## src/hdl/wge_pkg.sv

```systemverilog
// Shared constants and helpers for the wake enable gating bank.
// Assumes a 32-bit APB slave port with 12-bit byte addresses.
package wge_pkg;

   // Source vector layout: one bit per wake source
   localparam int           SRC_W         = 25;
   localparam int           G1_LSB        = 0;
   localparam int           G2_LSB        = 8;
   localparam int           G3_LSB        = 16;
   localparam int           RING_SRC      = 24;
   localparam int           GRP_W         = 8;

   // Bus geometry
   localparam int           ADDR_W        = 12;
   localparam int           DATA_W        = 32;

   // Register indices; byte address is four times the index
   localparam logic [7:0]   IDX_EN_RING   = 8'h0a;
   localparam logic [7:0]   IDX_EN_G1     = 8'h0b;
   localparam logic [7:0]   IDX_EN_G2     = 8'h0c;
   localparam logic [7:0]   IDX_EN_G3     = 8'h0d;
   localparam logic [7:0]   IDX_STS_G1    = 8'h20;
   localparam logic [7:0]   IDX_STS_G2    = 8'h21;
   localparam logic [7:0]   IDX_STS_G3    = 8'h22;
   localparam logic [7:0]   IDX_STS_RING  = 8'h23;
   localparam logic [7:0]   IDX_CTRL      = 8'h24;
   localparam logic [7:0]   IDX_IRQ_STS   = 8'h28;
   localparam logic [7:0]   IDX_IRQ_CLR   = 8'h29;
   localparam logic [7:0]   IDX_IRQ_EN    = 8'h2a;

   // Field positions
   localparam int           RING_BIT      = 7;
   localparam int           GEN_BIT       = 0;
   localparam int           IRQ_WAKE_BIT  = 0;
   localparam int           IRQ_ERR_BIT   = 1;
   localparam int           IRQ_W         = 2;

   // Reset values
   localparam logic [SRC_W-1:0] EN_RST    = 25'h0000000;
   localparam logic [SRC_W-1:0] STS_RST   = 25'h0000000;
   localparam logic             GEN_RST   = 1'b0;
   localparam logic [IRQ_W-1:0] IRQ_RST   = 2'h0;
   localparam logic [DATA_W-1:0] RD_RST   = 32'h00000000;

   // Byte address of a register index
   function automatic logic [ADDR_W-1:0] byte_addr(input logic [7:0] idx);
      byte_addr = {2'h0, idx, 2'h0};
   endfunction : byte_addr

   // Address match against a register index
   function automatic logic reg_hit(input logic [ADDR_W-1:0] addr, input logic [7:0] idx);
      reg_hit = (addr == byte_addr(idx));
   endfunction : reg_hit

endpackage : wge_pkg

```

## src/hdl/wge_src_if.sv

```systemverilog
// Carries synchronised wake source levels and event pulses.
// Assumes both ends run on pclk.
`timescale 1ns/1ps
interface wge_src_if;
   import wge_pkg::*;
   logic [SRC_W-1:0] level;   // Synchronised active level per source
   logic [SRC_W-1:0] evt;     // One-cycle pulse on assertion

   modport producer (output level, output evt);
   modport consumer (input level, input evt);
endinterface : wge_src_if

```

## src/hdl/wge_bank.sv

```systemverilog
// Wake enable gating bank: enable and status registers behind APB,
// driving the active-low wake output toward the host platform.
// Assumes presetn is the standby-supply power-on reset and that
// host_reset is a same-clock pulse for main POR, soft and bus reset.
//
// Register access over APB was left to the implementer.
`timescale 1ns/1ps

// Notes on behaviour
// RQ1: Wake output is active when a source's enable, status and the global enable are all 1.
// RQ2: A disabled source still records its wake state in status but never drives wake.
// RQ3: Enables survive main power-on, soft and bus reset and clear only on standby power-on.
// RQ4: The second enable register maps bits 0 to 7 onto first-group pins 0 to 7.
// RQ5: The third enable register maps bits 0 to 7 onto second-group pins 0 to 7.
// RQ6: The fourth register maps bits 0-3 to c0-c3, bits 4-5 to d1, d3 and bits 6-7 to e0, e1.
// RQ7: Writing 1 to a status bit clears it and writing 0 leaves it alone.
// RQ8: Each status bit is set by its own source event whatever the enable bits say.
// RQ9: Wake is the OR over all sources of enable AND status, gated by the global enable.
module wge_bank
   import wge_pkg::*;
(
   // Clock, reset and enable
   input  logic              pclk,
   input  logic              presetn,
   input  logic              clk_en,
   input  logic              host_reset,
   // APB slave
   input  logic              psel,
   input  logic              penable,
   input  logic              pwrite,
   input  logic [ADDR_W-1:0] paddr,
   input  logic [DATA_W-1:0] pwdata,
   input  logic [3:0]        pstrb,
   output logic              pready,
   output logic [DATA_W-1:0] prdata,
   output logic              pslverr,
   // Wake source pins
   input  logic [7:0]        gpio_a,
   input  logic [7:0]        gpio_b,
   input  logic [3:0]        gpio_c,
   input  logic              gpio_d1,
   input  logic              gpio_d3,
   input  logic              gpio_e0,
   input  logic              gpio_e1,
   input  logic              second_port_ring_indicate_n,
   // Outputs
   output logic              wake_output_n,
   output logic              irq
);

   typedef struct packed {
      logic [SRC_W-1:0]  en;
      logic [SRC_W-1:0]  sts;
      logic              gen;
      logic [IRQ_W-1:0]  irq_sts;
      logic [IRQ_W-1:0]  irq_en;
      logic [DATA_W-1:0] rdata;
      logic              err;
      logic              wake_n;
      logic              wake_q;
   } wge_bank_state_type;

   wge_bank_state_type r;
   wge_bank_state_type next_r;
   logic [SRC_W-1:0]   raw_pins;

   wge_src_if src_bus ();

   // Source vector in register bit order; ring indicate made active high
   assign raw_pins = {~second_port_ring_indicate_n,                  // RQ6
                      gpio_e1, gpio_e0, gpio_d3, gpio_d1, gpio_c,    // RQ6
                      gpio_b,                                        // RQ5
                      gpio_a};                                       // RQ4

   // Pin synchroniser and event detector
   wge_pin_sync u_sync (
      .pclk    (pclk),
      .presetn (presetn),
      .clk_en  (clk_en),
      .pins    (raw_pins),
      .src     (src_bus.producer)
   );

   // Bus handshake terms
   logic apb_setup;
   logic apb_acc;
   logic apb_wr;

   assign apb_setup = psel && !penable;
   assign apb_acc   = psel && penable;
   assign apb_wr    = apb_acc && pwrite && pstrb[0];

   // Address map membership, kept apart from the read decode for the checks
   function automatic logic addr_mapped(input logic [ADDR_W-1:0] addr);
      addr_mapped = reg_hit(addr, IDX_EN_RING) || reg_hit(addr, IDX_EN_G1)    ||
                    reg_hit(addr, IDX_EN_G2)   || reg_hit(addr, IDX_EN_G3)    ||
                    reg_hit(addr, IDX_STS_G1)  || reg_hit(addr, IDX_STS_G2)   ||
                    reg_hit(addr, IDX_STS_G3)  || reg_hit(addr, IDX_STS_RING) ||
                    reg_hit(addr, IDX_CTRL)    || reg_hit(addr, IDX_IRQ_STS)  ||
                    reg_hit(addr, IDX_IRQ_CLR) || reg_hit(addr, IDX_IRQ_EN);
   endfunction : addr_mapped

   // Next-state logic
   always_comb
   begin
      logic [DATA_W-1:0] rd;
      logic              miss;
      logic [SRC_W-1:0]  clr;
      logic [IRQ_W-1:0]  irq_clr;
      logic [IRQ_W-1:0]  irq_set;
      logic              wake;
      rd      = '0;
      miss    = 1'b0;
      clr     = '0;
      irq_clr = '0;
      irq_set = '0;
      wake    = 1'b0;
      next_r  = r;

      // Read decode, sampled in the setup cycle
      case (paddr)
         byte_addr(IDX_EN_RING):  rd[RING_BIT]    = r.en[RING_SRC];
         byte_addr(IDX_EN_G1):    rd[GRP_W-1:0]   = r.en[G1_LSB +: GRP_W];   // RQ4
         byte_addr(IDX_EN_G2):    rd[GRP_W-1:0]   = r.en[G2_LSB +: GRP_W];   // RQ5
         byte_addr(IDX_EN_G3):    rd[GRP_W-1:0]   = r.en[G3_LSB +: GRP_W];   // RQ6
         byte_addr(IDX_STS_G1):   rd[GRP_W-1:0]   = r.sts[G1_LSB +: GRP_W];
         byte_addr(IDX_STS_G2):   rd[GRP_W-1:0]   = r.sts[G2_LSB +: GRP_W];
         byte_addr(IDX_STS_G3):   rd[GRP_W-1:0]   = r.sts[G3_LSB +: GRP_W];
         byte_addr(IDX_STS_RING): rd[RING_BIT]    = r.sts[RING_SRC];
         byte_addr(IDX_CTRL):     rd[GEN_BIT]     = r.gen;
         byte_addr(IDX_IRQ_STS):  rd[IRQ_W-1:0]   = r.irq_sts;
         byte_addr(IDX_IRQ_CLR):  rd              = '0;
         byte_addr(IDX_IRQ_EN):   rd[IRQ_W-1:0]   = r.irq_en;
         default:                 miss            = 1'b1;
      endcase
      if (apb_setup)
      begin
         next_r.rdata = rd;
         next_r.err   = miss;
      end

      // Enable, control and status clear writes, taken in the access cycle
      if (apb_wr)
      begin
         if (reg_hit(paddr, IDX_EN_RING))
            next_r.en[RING_SRC] = pwdata[RING_BIT];
         if (reg_hit(paddr, IDX_EN_G1))
            next_r.en[G1_LSB +: GRP_W] = pwdata[GRP_W-1:0];   // RQ4
         if (reg_hit(paddr, IDX_EN_G2))
            next_r.en[G2_LSB +: GRP_W] = pwdata[GRP_W-1:0];   // RQ5
         if (reg_hit(paddr, IDX_EN_G3))
            next_r.en[G3_LSB +: GRP_W] = pwdata[GRP_W-1:0];   // RQ6
         if (reg_hit(paddr, IDX_CTRL))
            next_r.gen = pwdata[GEN_BIT];
         if (reg_hit(paddr, IDX_IRQ_EN))
            next_r.irq_en = pwdata[IRQ_W-1:0];
         if (reg_hit(paddr, IDX_IRQ_CLR))
            irq_clr = pwdata[IRQ_W-1:0];
         if (reg_hit(paddr, IDX_STS_G1))
            clr[G1_LSB +: GRP_W] = pwdata[GRP_W-1:0];         // RQ7
         if (reg_hit(paddr, IDX_STS_G2))
            clr[G2_LSB +: GRP_W] = pwdata[GRP_W-1:0];         // RQ7
         if (reg_hit(paddr, IDX_STS_G3))
            clr[G3_LSB +: GRP_W] = pwdata[GRP_W-1:0];         // RQ7
         if (reg_hit(paddr, IDX_STS_RING))
            clr[RING_SRC] = pwdata[RING_BIT];                 // RQ7
      end

      // Status: set by own event regardless of enables, set beats clear
      next_r.sts = (r.sts & ~clr) | src_bus.evt;               // RQ7 RQ8 RQ2

      // Wake combine: per-source AND, OR over all, global gate
      wake          = r.gen && (|(r.en & r.sts));               // RQ1 RQ9 RQ2
      next_r.wake_n = !wake;                                    // RQ1
      next_r.wake_q = wake;

      // Interrupt events: new wake assertion and bus error
      irq_set[IRQ_WAKE_BIT] = wake && !r.wake_q;
      irq_set[IRQ_ERR_BIT]  = apb_acc && r.err;
      next_r.irq_sts        = (r.irq_sts & ~irq_clr) | irq_set;

      // Host-side resets touch only the interrupt logic
      if (host_reset)
      begin
         next_r.irq_sts = IRQ_RST;
         next_r.irq_en  = IRQ_RST;
      end
   end

   // State register; only the standby power-on reset clears enables
   always_ff @(posedge pclk or negedge presetn)
   begin
      if (!presetn)
      begin
         r.en      <= EN_RST;                                    // RQ3
         r.sts     <= STS_RST;
         r.gen     <= GEN_RST;
         r.irq_sts <= IRQ_RST;
         r.irq_en  <= IRQ_RST;
         r.rdata   <= RD_RST;
         r.err     <= 1'b0;
         r.wake_n  <= 1'b1;
         r.wake_q  <= 1'b0;
      end
      else if (clk_en)
      begin
         r <= next_r;
      end
   end

   // Outputs
   assign pready        = clk_en;
   assign prdata        = r.rdata;
   assign pslverr       = r.err;
   assign wake_output_n = r.wake_n;
   assign irq           = |(r.irq_sts & r.irq_en);

   // Checks

   wake_drive_a: assert property (@(posedge pclk) disable iff (!presetn) // RQ1
      clk_en && r.gen && (|(r.en & r.sts)) |=> !wake_output_n)
      else $error("wake output not driven for enabled pending source");

   masked_quiet_a: assert property (@(posedge pclk) disable iff (!presetn) // RQ2
      clk_en && ((r.en & r.sts) == '0) |=> wake_output_n)
      else $error("wake output driven with no enabled pending source");

   global_gate_a: assert property (@(posedge pclk) disable iff (!presetn) // RQ9
      clk_en && !r.gen ##1 clk_en && !r.gen |=> wake_output_n)
      else $error("wake output driven while global enable is off");

   status_set_a: assert property (@(posedge pclk) disable iff (!presetn) // RQ8
      clk_en && (src_bus.evt != '0) |=> (r.sts & $past(src_bus.evt)) == $past(src_bus.evt))
      else $error("source event did not set its status bit");

   status_clear_a: assert property (@(posedge pclk) disable iff (!presetn) // RQ7
      clk_en && apb_wr && reg_hit(paddr, IDX_STS_G1) && (src_bus.evt == '0)
      |=> (r.sts[G1_LSB +: GRP_W] & $past(pwdata[GRP_W-1:0])) == '0)
      else $error("writing one did not clear a status bit");

   status_keep_a: assert property (@(posedge pclk) disable iff (!presetn) // RQ7
      clk_en && apb_wr && reg_hit(paddr, IDX_STS_G2)
      |=> (($past(r.sts[G2_LSB +: GRP_W]) & ~$past(pwdata[GRP_W-1:0]))
           & ~r.sts[G2_LSB +: GRP_W]) == '0)
      else $error("writing zero changed a status bit");

   enable_hold_a: assert property (@(posedge pclk) disable iff (!presetn) // RQ3
      clk_en && host_reset && !apb_wr |=> r.en == $past(r.en))
      else $error("host reset disturbed the enable registers");

   group1_map_a: assert property (@(posedge pclk) disable iff (!presetn) // RQ4
      clk_en && apb_wr && reg_hit(paddr, IDX_EN_G1)
      |=> r.en[G1_LSB +: GRP_W] == $past(pwdata[GRP_W-1:0]))
      else $error("first group enable write misplaced");

   group2_map_a: assert property (@(posedge pclk) disable iff (!presetn) // RQ5
      clk_en && apb_wr && reg_hit(paddr, IDX_EN_G2)
      |=> r.en[G2_LSB +: GRP_W] == $past(pwdata[GRP_W-1:0]))
      else $error("second group enable write misplaced");

   group3_read_a: assert property (@(posedge pclk) disable iff (!presetn) // RQ6
      clk_en && apb_setup && reg_hit(paddr, IDX_EN_G3)
      |=> prdata[GRP_W-1:0] == $past(r.en[G3_LSB +: GRP_W]))
      else $error("mixed group enable readback wrong");

   // Map, status clear, reset, bus, interrupt and clock enable checks

   group3_map_a: assert property (@(posedge pclk) disable iff (!presetn) // RQ6
      clk_en && apb_wr && reg_hit(paddr, IDX_EN_G3)
      |=> r.en[G3_LSB +: GRP_W] == $past(pwdata[GRP_W-1:0]))
      else $error("mixed group enable write misplaced");

   ring_map_a: assert property (@(posedge pclk) disable iff (!presetn)
      clk_en && apb_wr && reg_hit(paddr, IDX_EN_RING)
      |=> r.en[RING_SRC] == $past(pwdata[RING_BIT]))
      else $error("ring indicate enable write misplaced");

   ring_clear_a: assert property (@(posedge pclk) disable iff (!presetn) // RQ7
      clk_en && apb_wr && reg_hit(paddr, IDX_STS_RING) && pwdata[RING_BIT]
      && !src_bus.evt[RING_SRC] |=> !r.sts[RING_SRC])
      else $error("writing one did not clear the ring status bit");

   host_keep_a: assert property (@(posedge pclk) disable iff (!presetn) // RQ3
      clk_en && host_reset && !apb_wr |=> r.gen == $past(r.gen))
      else $error("host reset disturbed the global wake enable");

   host_irq_a: assert property (@(posedge pclk) disable iff (!presetn)
      clk_en && host_reset |=> (r.irq_sts == '0) && (r.irq_en == '0))
      else $error("host reset left interrupt state behind");

   error_resp_a: assert property (@(posedge pclk) disable iff (!presetn)
      clk_en && apb_setup |=> pslverr == !addr_mapped($past(paddr)))
      else $error("error response disagrees with the address map");

   read_zero_a: assert property (@(posedge pclk) disable iff (!presetn)
      clk_en && apb_setup && !addr_mapped(paddr) |=> prdata == '0)
      else $error("unmapped read returned nonzero data");

   error_irq_a: assert property (@(posedge pclk) disable iff (!presetn)
      clk_en && apb_acc && pslverr && !host_reset |=> r.irq_sts[IRQ_ERR_BIT])
      else $error("bus error did not raise its interrupt status");

   wake_irq_a: assert property (@(posedge pclk) disable iff (!presetn)
      clk_en && !host_reset && !r.wake_q && r.gen && (|(r.en & r.sts))
      |=> r.irq_sts[IRQ_WAKE_BIT])
      else $error("new wake assertion did not raise its interrupt status");

   freeze_a: assert property (@(posedge pclk) disable iff (!presetn)
      !clk_en |=> r == $past(r))
      else $error("state changed while the clock enable was low");

endmodule : wge_bank

```

## src/hdl/wge_pin_sync.sv

```systemverilog
// Two-stage synchroniser and assertion detector for wake source pins.
// Assumes pins are asynchronous and already converted to active high.
`timescale 1ns/1ps
module wge_pin_sync
   import wge_pkg::*;
(
   // Clock and reset
   input  logic             pclk,
   input  logic             presetn,
   input  logic             clk_en,
   // Raw pins
   input  logic [SRC_W-1:0] pins,
   // Synchronised sources
   wge_src_if.producer      src
);

   typedef struct packed {
      logic [SRC_W-1:0] s1;
      logic [SRC_W-1:0] s2;
      logic [SRC_W-1:0] s3;
   } wge_sync_state_type;

   wge_sync_state_type r;
   wge_sync_state_type next_r;

   // Shift chain; first stage feeds only the second
   always_comb
   begin
      next_r    = r;
      next_r.s1 = pins;
      next_r.s2 = r.s1;
      next_r.s3 = r.s2;
   end

   // State register, frozen while clk_en is low
   always_ff @(posedge pclk or negedge presetn)
   begin
      if (!presetn)
      begin
         r <= '0;
      end
      else if (clk_en)
      begin
         r <= next_r;
      end
   end

   // Level and rising-edge event
   assign src.level = r.s2;
   assign src.evt   = r.s2 & ~r.s3;

   evt_single_a: assert property (@(posedge pclk) disable iff (!presetn)
      clk_en && (src.evt != '0) |=> (src.evt & $past(src.evt)) == '0)
      else $error("source event lasted more than one cycle");

endmodule : wge_pin_sync

```

## config.mk

```make
export PLATFORM = sky130hd
export DESIGN_NAME = wge_bank
export DESIGN_NICKNAME = d
export VERILOG_FILES = /design/src/hdl/wge_pkg.sv /design/src/hdl/wge_src_if.sv /design/src/hdl/wge_bank.sv /design/src/hdl/wge_pin_sync.sv
export SDC_FILE = /design/constraint.sdc
export NUM_CORES = 1
export LEC_CHECK = 0
export BUFFER_PORTS_ARGS = -buffer_cell sky130_fd_sc_hd__buf_2
export CORE_ASPECT_RATIO = 1.75
export CORE_UTILIZATION = 50
export DETAILED_ROUTE_END_ITERATION = 10
export PLACE_DENSITY = 0.73
export SLEW_MARGIN = 20
export SYNTH_ARGS = -nofsm -noshare
export SYNTH_HDL_FRONTEND = slang
export SYNTH_SLANG_ARGS = --single-unit
export TNS_END_PERCENT = 100
```

## constraint.sdc

```tcl
create_clock -name pclk -period 2.5 [get_ports pclk]
set_clock_uncertainty 0.05 [all_clocks]
set_input_delay 0.5 -clock pclk [delete_from_list [all_inputs] [get_ports pclk]]
set_output_delay 0.5 -clock pclk [all_outputs]
set_load 0.01 [all_outputs]
```

# == Word level (Yosys, flattened, before mapping) ==
# Index checks and enable logic that the tools add are counted.
# word_totals
in_bits,80
output_inout_bits,36
register_bits,141
# classes
bitwise_logic,11
eq_ne,12
n_reduce_logical,22
mux,15
# op_table
op,n
$eq 12x8->1 const B,8
$and 25x25->25,3
$not 25->25,2
$eq 12x6->1 const B,4
$pmux 5 s6,1
$mux 25,1
$or 25x25->25,1
$reduce_or 25->1,1
$mux 8,3
$reduce_and 3->1,6
$pmux 1 s8,2
$reduce_or 12->1,1
$pmux 1 s9,1
$mux 2,4
$logic_and 1x1->1,7
$and 2x2->2,2
$mux 4,1
$reduce_bool 2->1,2
$logic_not 1->1,3
$mux 1,2
$not 2->2,1
$or 2x2->2,1
$reduce_and 2->1,1
$reduce_or 2->1,1
$not 1->1,1

# == Depth between registers and ports, before layout ==
# logic_depth
word_depth,8
ltp_mapped,8
mapped_depth_nobuf,5

# == Modules after synthesis ==
# Synthesis repeated with hierarchy kept, for this count alone.
# unflattened
cells_unflattened,597
hier_area_um2,7110.6
# modules_own_cells
module,area_per_inst_um2,instances,cells_each
wge_bank,3779.9,1,389
wge_pin_sync,3330.7,1,208

# == Least setup slack after synthesis ==
# OpenSTA, ideal clock, no wires.
# synth_path
path_kind,input -> register
startpoint,input clk_en
endpoint,register r[73] (netlist name)
stages,7
arrival_time_ps,1887
slack_ps,438
n_path_buf,2
setup_ps,125
path_cell_list,buf_2 and3_1 and3_1 buf_2 nand2_2 nor4_4 mux2_2
# synth_via
elab_chain_cells,1
# synth_rtl
element,line,rtl
"start, declared",wge_bank.sv:25,"input logic clk_en,"
$reduce_and 3->1 (no source line),--,
"end signal, assigned",wge_bank.sv:207,r <= next_r;
"end, declared",wge_bank.sv:63,wge_bank_state_type r;
# Every way passes these cells.
# A chain may end at the register's enable or synchronous reset.

# == Worst setup path after layout ==
# layout_path
startpoint,input paddr[5]
endpoint,register r[67] (netlist name)
# layout_via
elab_chain_cells,2
# layout_rtl
element,line,rtl
"start, declared",wge_bank.sv:31,"input logic [ADDR_W-1:0] paddr,"
$eq 12x6->1,wge_pkg.sv:52,reg_hit = (addr == byte_addr(idx));
$reduce_and 3->1 (no source line),--,
# Every way passes these cells.

==> metrics <==
pin count of the biggest net entering global routing 105; H-tree lvl count 4; I/O pin cnt 116; Skew-Pair Late Insertion Delay 0.41 ns; Cells after Synth 575; RSZ-0062 raised after global routing false; crit end category flip-flop; vias post-DR 4535; Post-CTS Hold Fix Bufs 0; antenna violations before repair 0; critical path arrival 2.08 ns; sequential-to-total area share from yosys stat 55.13%; Synth Flop Type dfrtp_1; synth warn 0; Die Area 13280 µm²; drt drc 0; port bufs 64; Fin Setup TNS 0 ns; Worst Max-Slew Pin Slew 0.7102 ns; TritonCTS buffer count 17; WHS -0.008892 ns; failing checks negative hold slack; Die W 87.54 µm; CTS tree done; Pleak 3.323 nW; final hold vios 5; # rows 54; number of post-CTS setup repair buffers 0; drt initial violations 260; area grow syn2layout 16.08%; layout cell share with drive strength beyond 1 29.31%; ys async rst share 100.0%; outcome finished with violations; Antenna Nets Post-Route 0; mapped cell area 6402 µm²; # diodes 0; Yosys reg bits 141; period utilization 73.35%; Die H 151.7 µm; worst-path maximum fanout 17; clock sink count 141; Worst slew margin 52.56%; NumNets Final 722; Tot GR Track Use 23.69%; Worst setup SP type primary input; first-pass GRT wire length 23260 µm; RD Place Congestion 0.9256; 1st-pass router iterations 6; Starting Density 51.22%; number of global-route vias before repair 4517; pwr/cell area 740.5 nW/µm²; final WL 14450 µm; Root Driver clkbuf_16; critical path data required time 2.74 ns; post-DP HPWL 10580 µm; PostCTS Resize Cnt 0; Max-Cap Viols 0; crit path time final 1.834 ns; clk slew on worst S/H paths 0.06 ns; syn avg cell area 11.13 µm²; CP Class in2reg; IR drop worst, VDD 540.0 µV; core region area 12500 µm²; grt total ovfl 0; count of different cell masters after synthesis 55; Hold Crit Class in2async; Finish-stage setup viols 0; Post-synth EDFFs 0; number of buffers on the longest clock path 2; Fmax 545.3 MHz; Avg Vias per Cell 5.510; drt wl/cell 17.56 µm; Slew Viols, Final 0
-- report_power, final --
part	internal (mW)	total, mW	switching [mW]
clock network	1.60	2.52	0.923
logic	0.191	0.438	0.247
registers	2.46	2.55	0.0910
total	4.24	5.50	1.26
-- registers in the layout, summed over array words and instances (netlist names) --
name / count
prdata: 8
pslverr: 1
r: 56
u_sync.next_r: 25
u_sync.r: 25
u_sync.src.level: 25
wake_output_n: 1
-- stage by stage --
stage	setup slack (ns)	std cells	util (%)	instance area, µm²	total power, mW
3_3_place_gp	0.3091	791	54.72	6840	2.994
3_5_place_dp	0.2602	791	54.72	6840	3.023
5_1_grt	0.6251	823	59.46	7432	5.726
6_report	0.6662	823	59.46	7432	5.504
4_1_cts	0.6822	823	59.46	7432	5.543
2_1_floorplan	0.4385	598	-	6489	2.862
-- metal layers --
layer	routed length [µm]	share of wire, %	track usage [%]
met4	653	4.5	13.20
met2	7459	52	40.27
met5	0	0	0
met3	666	4.6	4.875
met1	5670	39	27.61
-- critical path, cell delays in order --
cell and delay [ns]:
buf_2 0.28, or4b_4 0.55, nor2_4 0.19, nand3_4 0.20
mux2_2 0.34
-- final timing paths --
check                                       startpoint                end  slack (ns)  cells after the start
max                                           paddr[5]              r[67]        0.67                      5
min reg2reg                               u_sync.r[10]              r[50]        0.40                      1
min in group pclk          second_port_ring_indicate_n  u_sync.next_r[49]        0.23                      2
min                                            presetn              r[81]      -0.009                      1
max reg2reg                                      r[84]               r[0]        0.71                      4
max in group asynchronous                      presetn      wake_output_n        1.66                      2
-- layout make-up --
| type | count | area, µm² |
|---|---|---|
| clock inverter | 10 | 137.6 |
| timing repair buffer | 85 | 499.2 |
| inverter | 30 | 112.6 |
| clock buffer | 22 | 454.2 |
| sequential | 141 | 3530 |
| fill | 1046 | 5067 |
| multi-input combinational | 367 | 2489 |
| tap | 168 | 210.2 |
-- cells in the mapped netlist (all sizes together) (2+ instances only) --
master / instances / area share (%)
dfrtp: 140 / 55
o21ai: 91 / 7.1
mux2: 72 / 13
nand2: 56 / 3.3
buf: 41 / 4.5
inv: 30 / 1.8
clkbuf: 19 / 1.1
nor2: 15 / 1.0
a22oi: 12 / 1.4
nand3: 12 / 1.1
mux2i: 11 / 1.7
a21oi: 9 / 0.70
a221oi: 5 / 0.68
a22o: 5 / 0.68
and3: 5 / 0.49
nand4: 5 / 0.49
o31ai: 5 / 0.59
nor2b: 4 / 0.39
nand3b: 3 / 0.35
nor3: 3 / 0.23
a2111oi: 2 / 0.27
a31oi: 2 / 0.20
nor4: 2 / 0.43
nor4b: 2 / 0.51
o211ai: 2 / 0.23
-- kinds of logic (layout without fill, tap and decap cells) --
group	after synthesis	in the layout	synth area share [%]
compound gates	144	144	13.41
buf+inv	90	147	7.348
simple gates	116	116	9.674
other cells	1	24	0.05857
flops	141	141	55.13
mux	83	83	14.38
-- layout by cell type, fill, tap and decap left out, drive strengths merged, types with 3 or more instances in the layout --
master    n
a21oi     9
a221oi    5
a22o      5
a22oi    12
and3      5
buf      85
bufinv    3
clkbuf   22
clkinv    3
conb     24
dfrtp   140
inv      32
mux2     72
mux2i    11
nand2    56
nand3    12
nand3b    3
nand4     5
nor2     15
nor2b     4
nor3      3
o21ai    91
o31ai     5
Power figures use the tool's default switching activity.
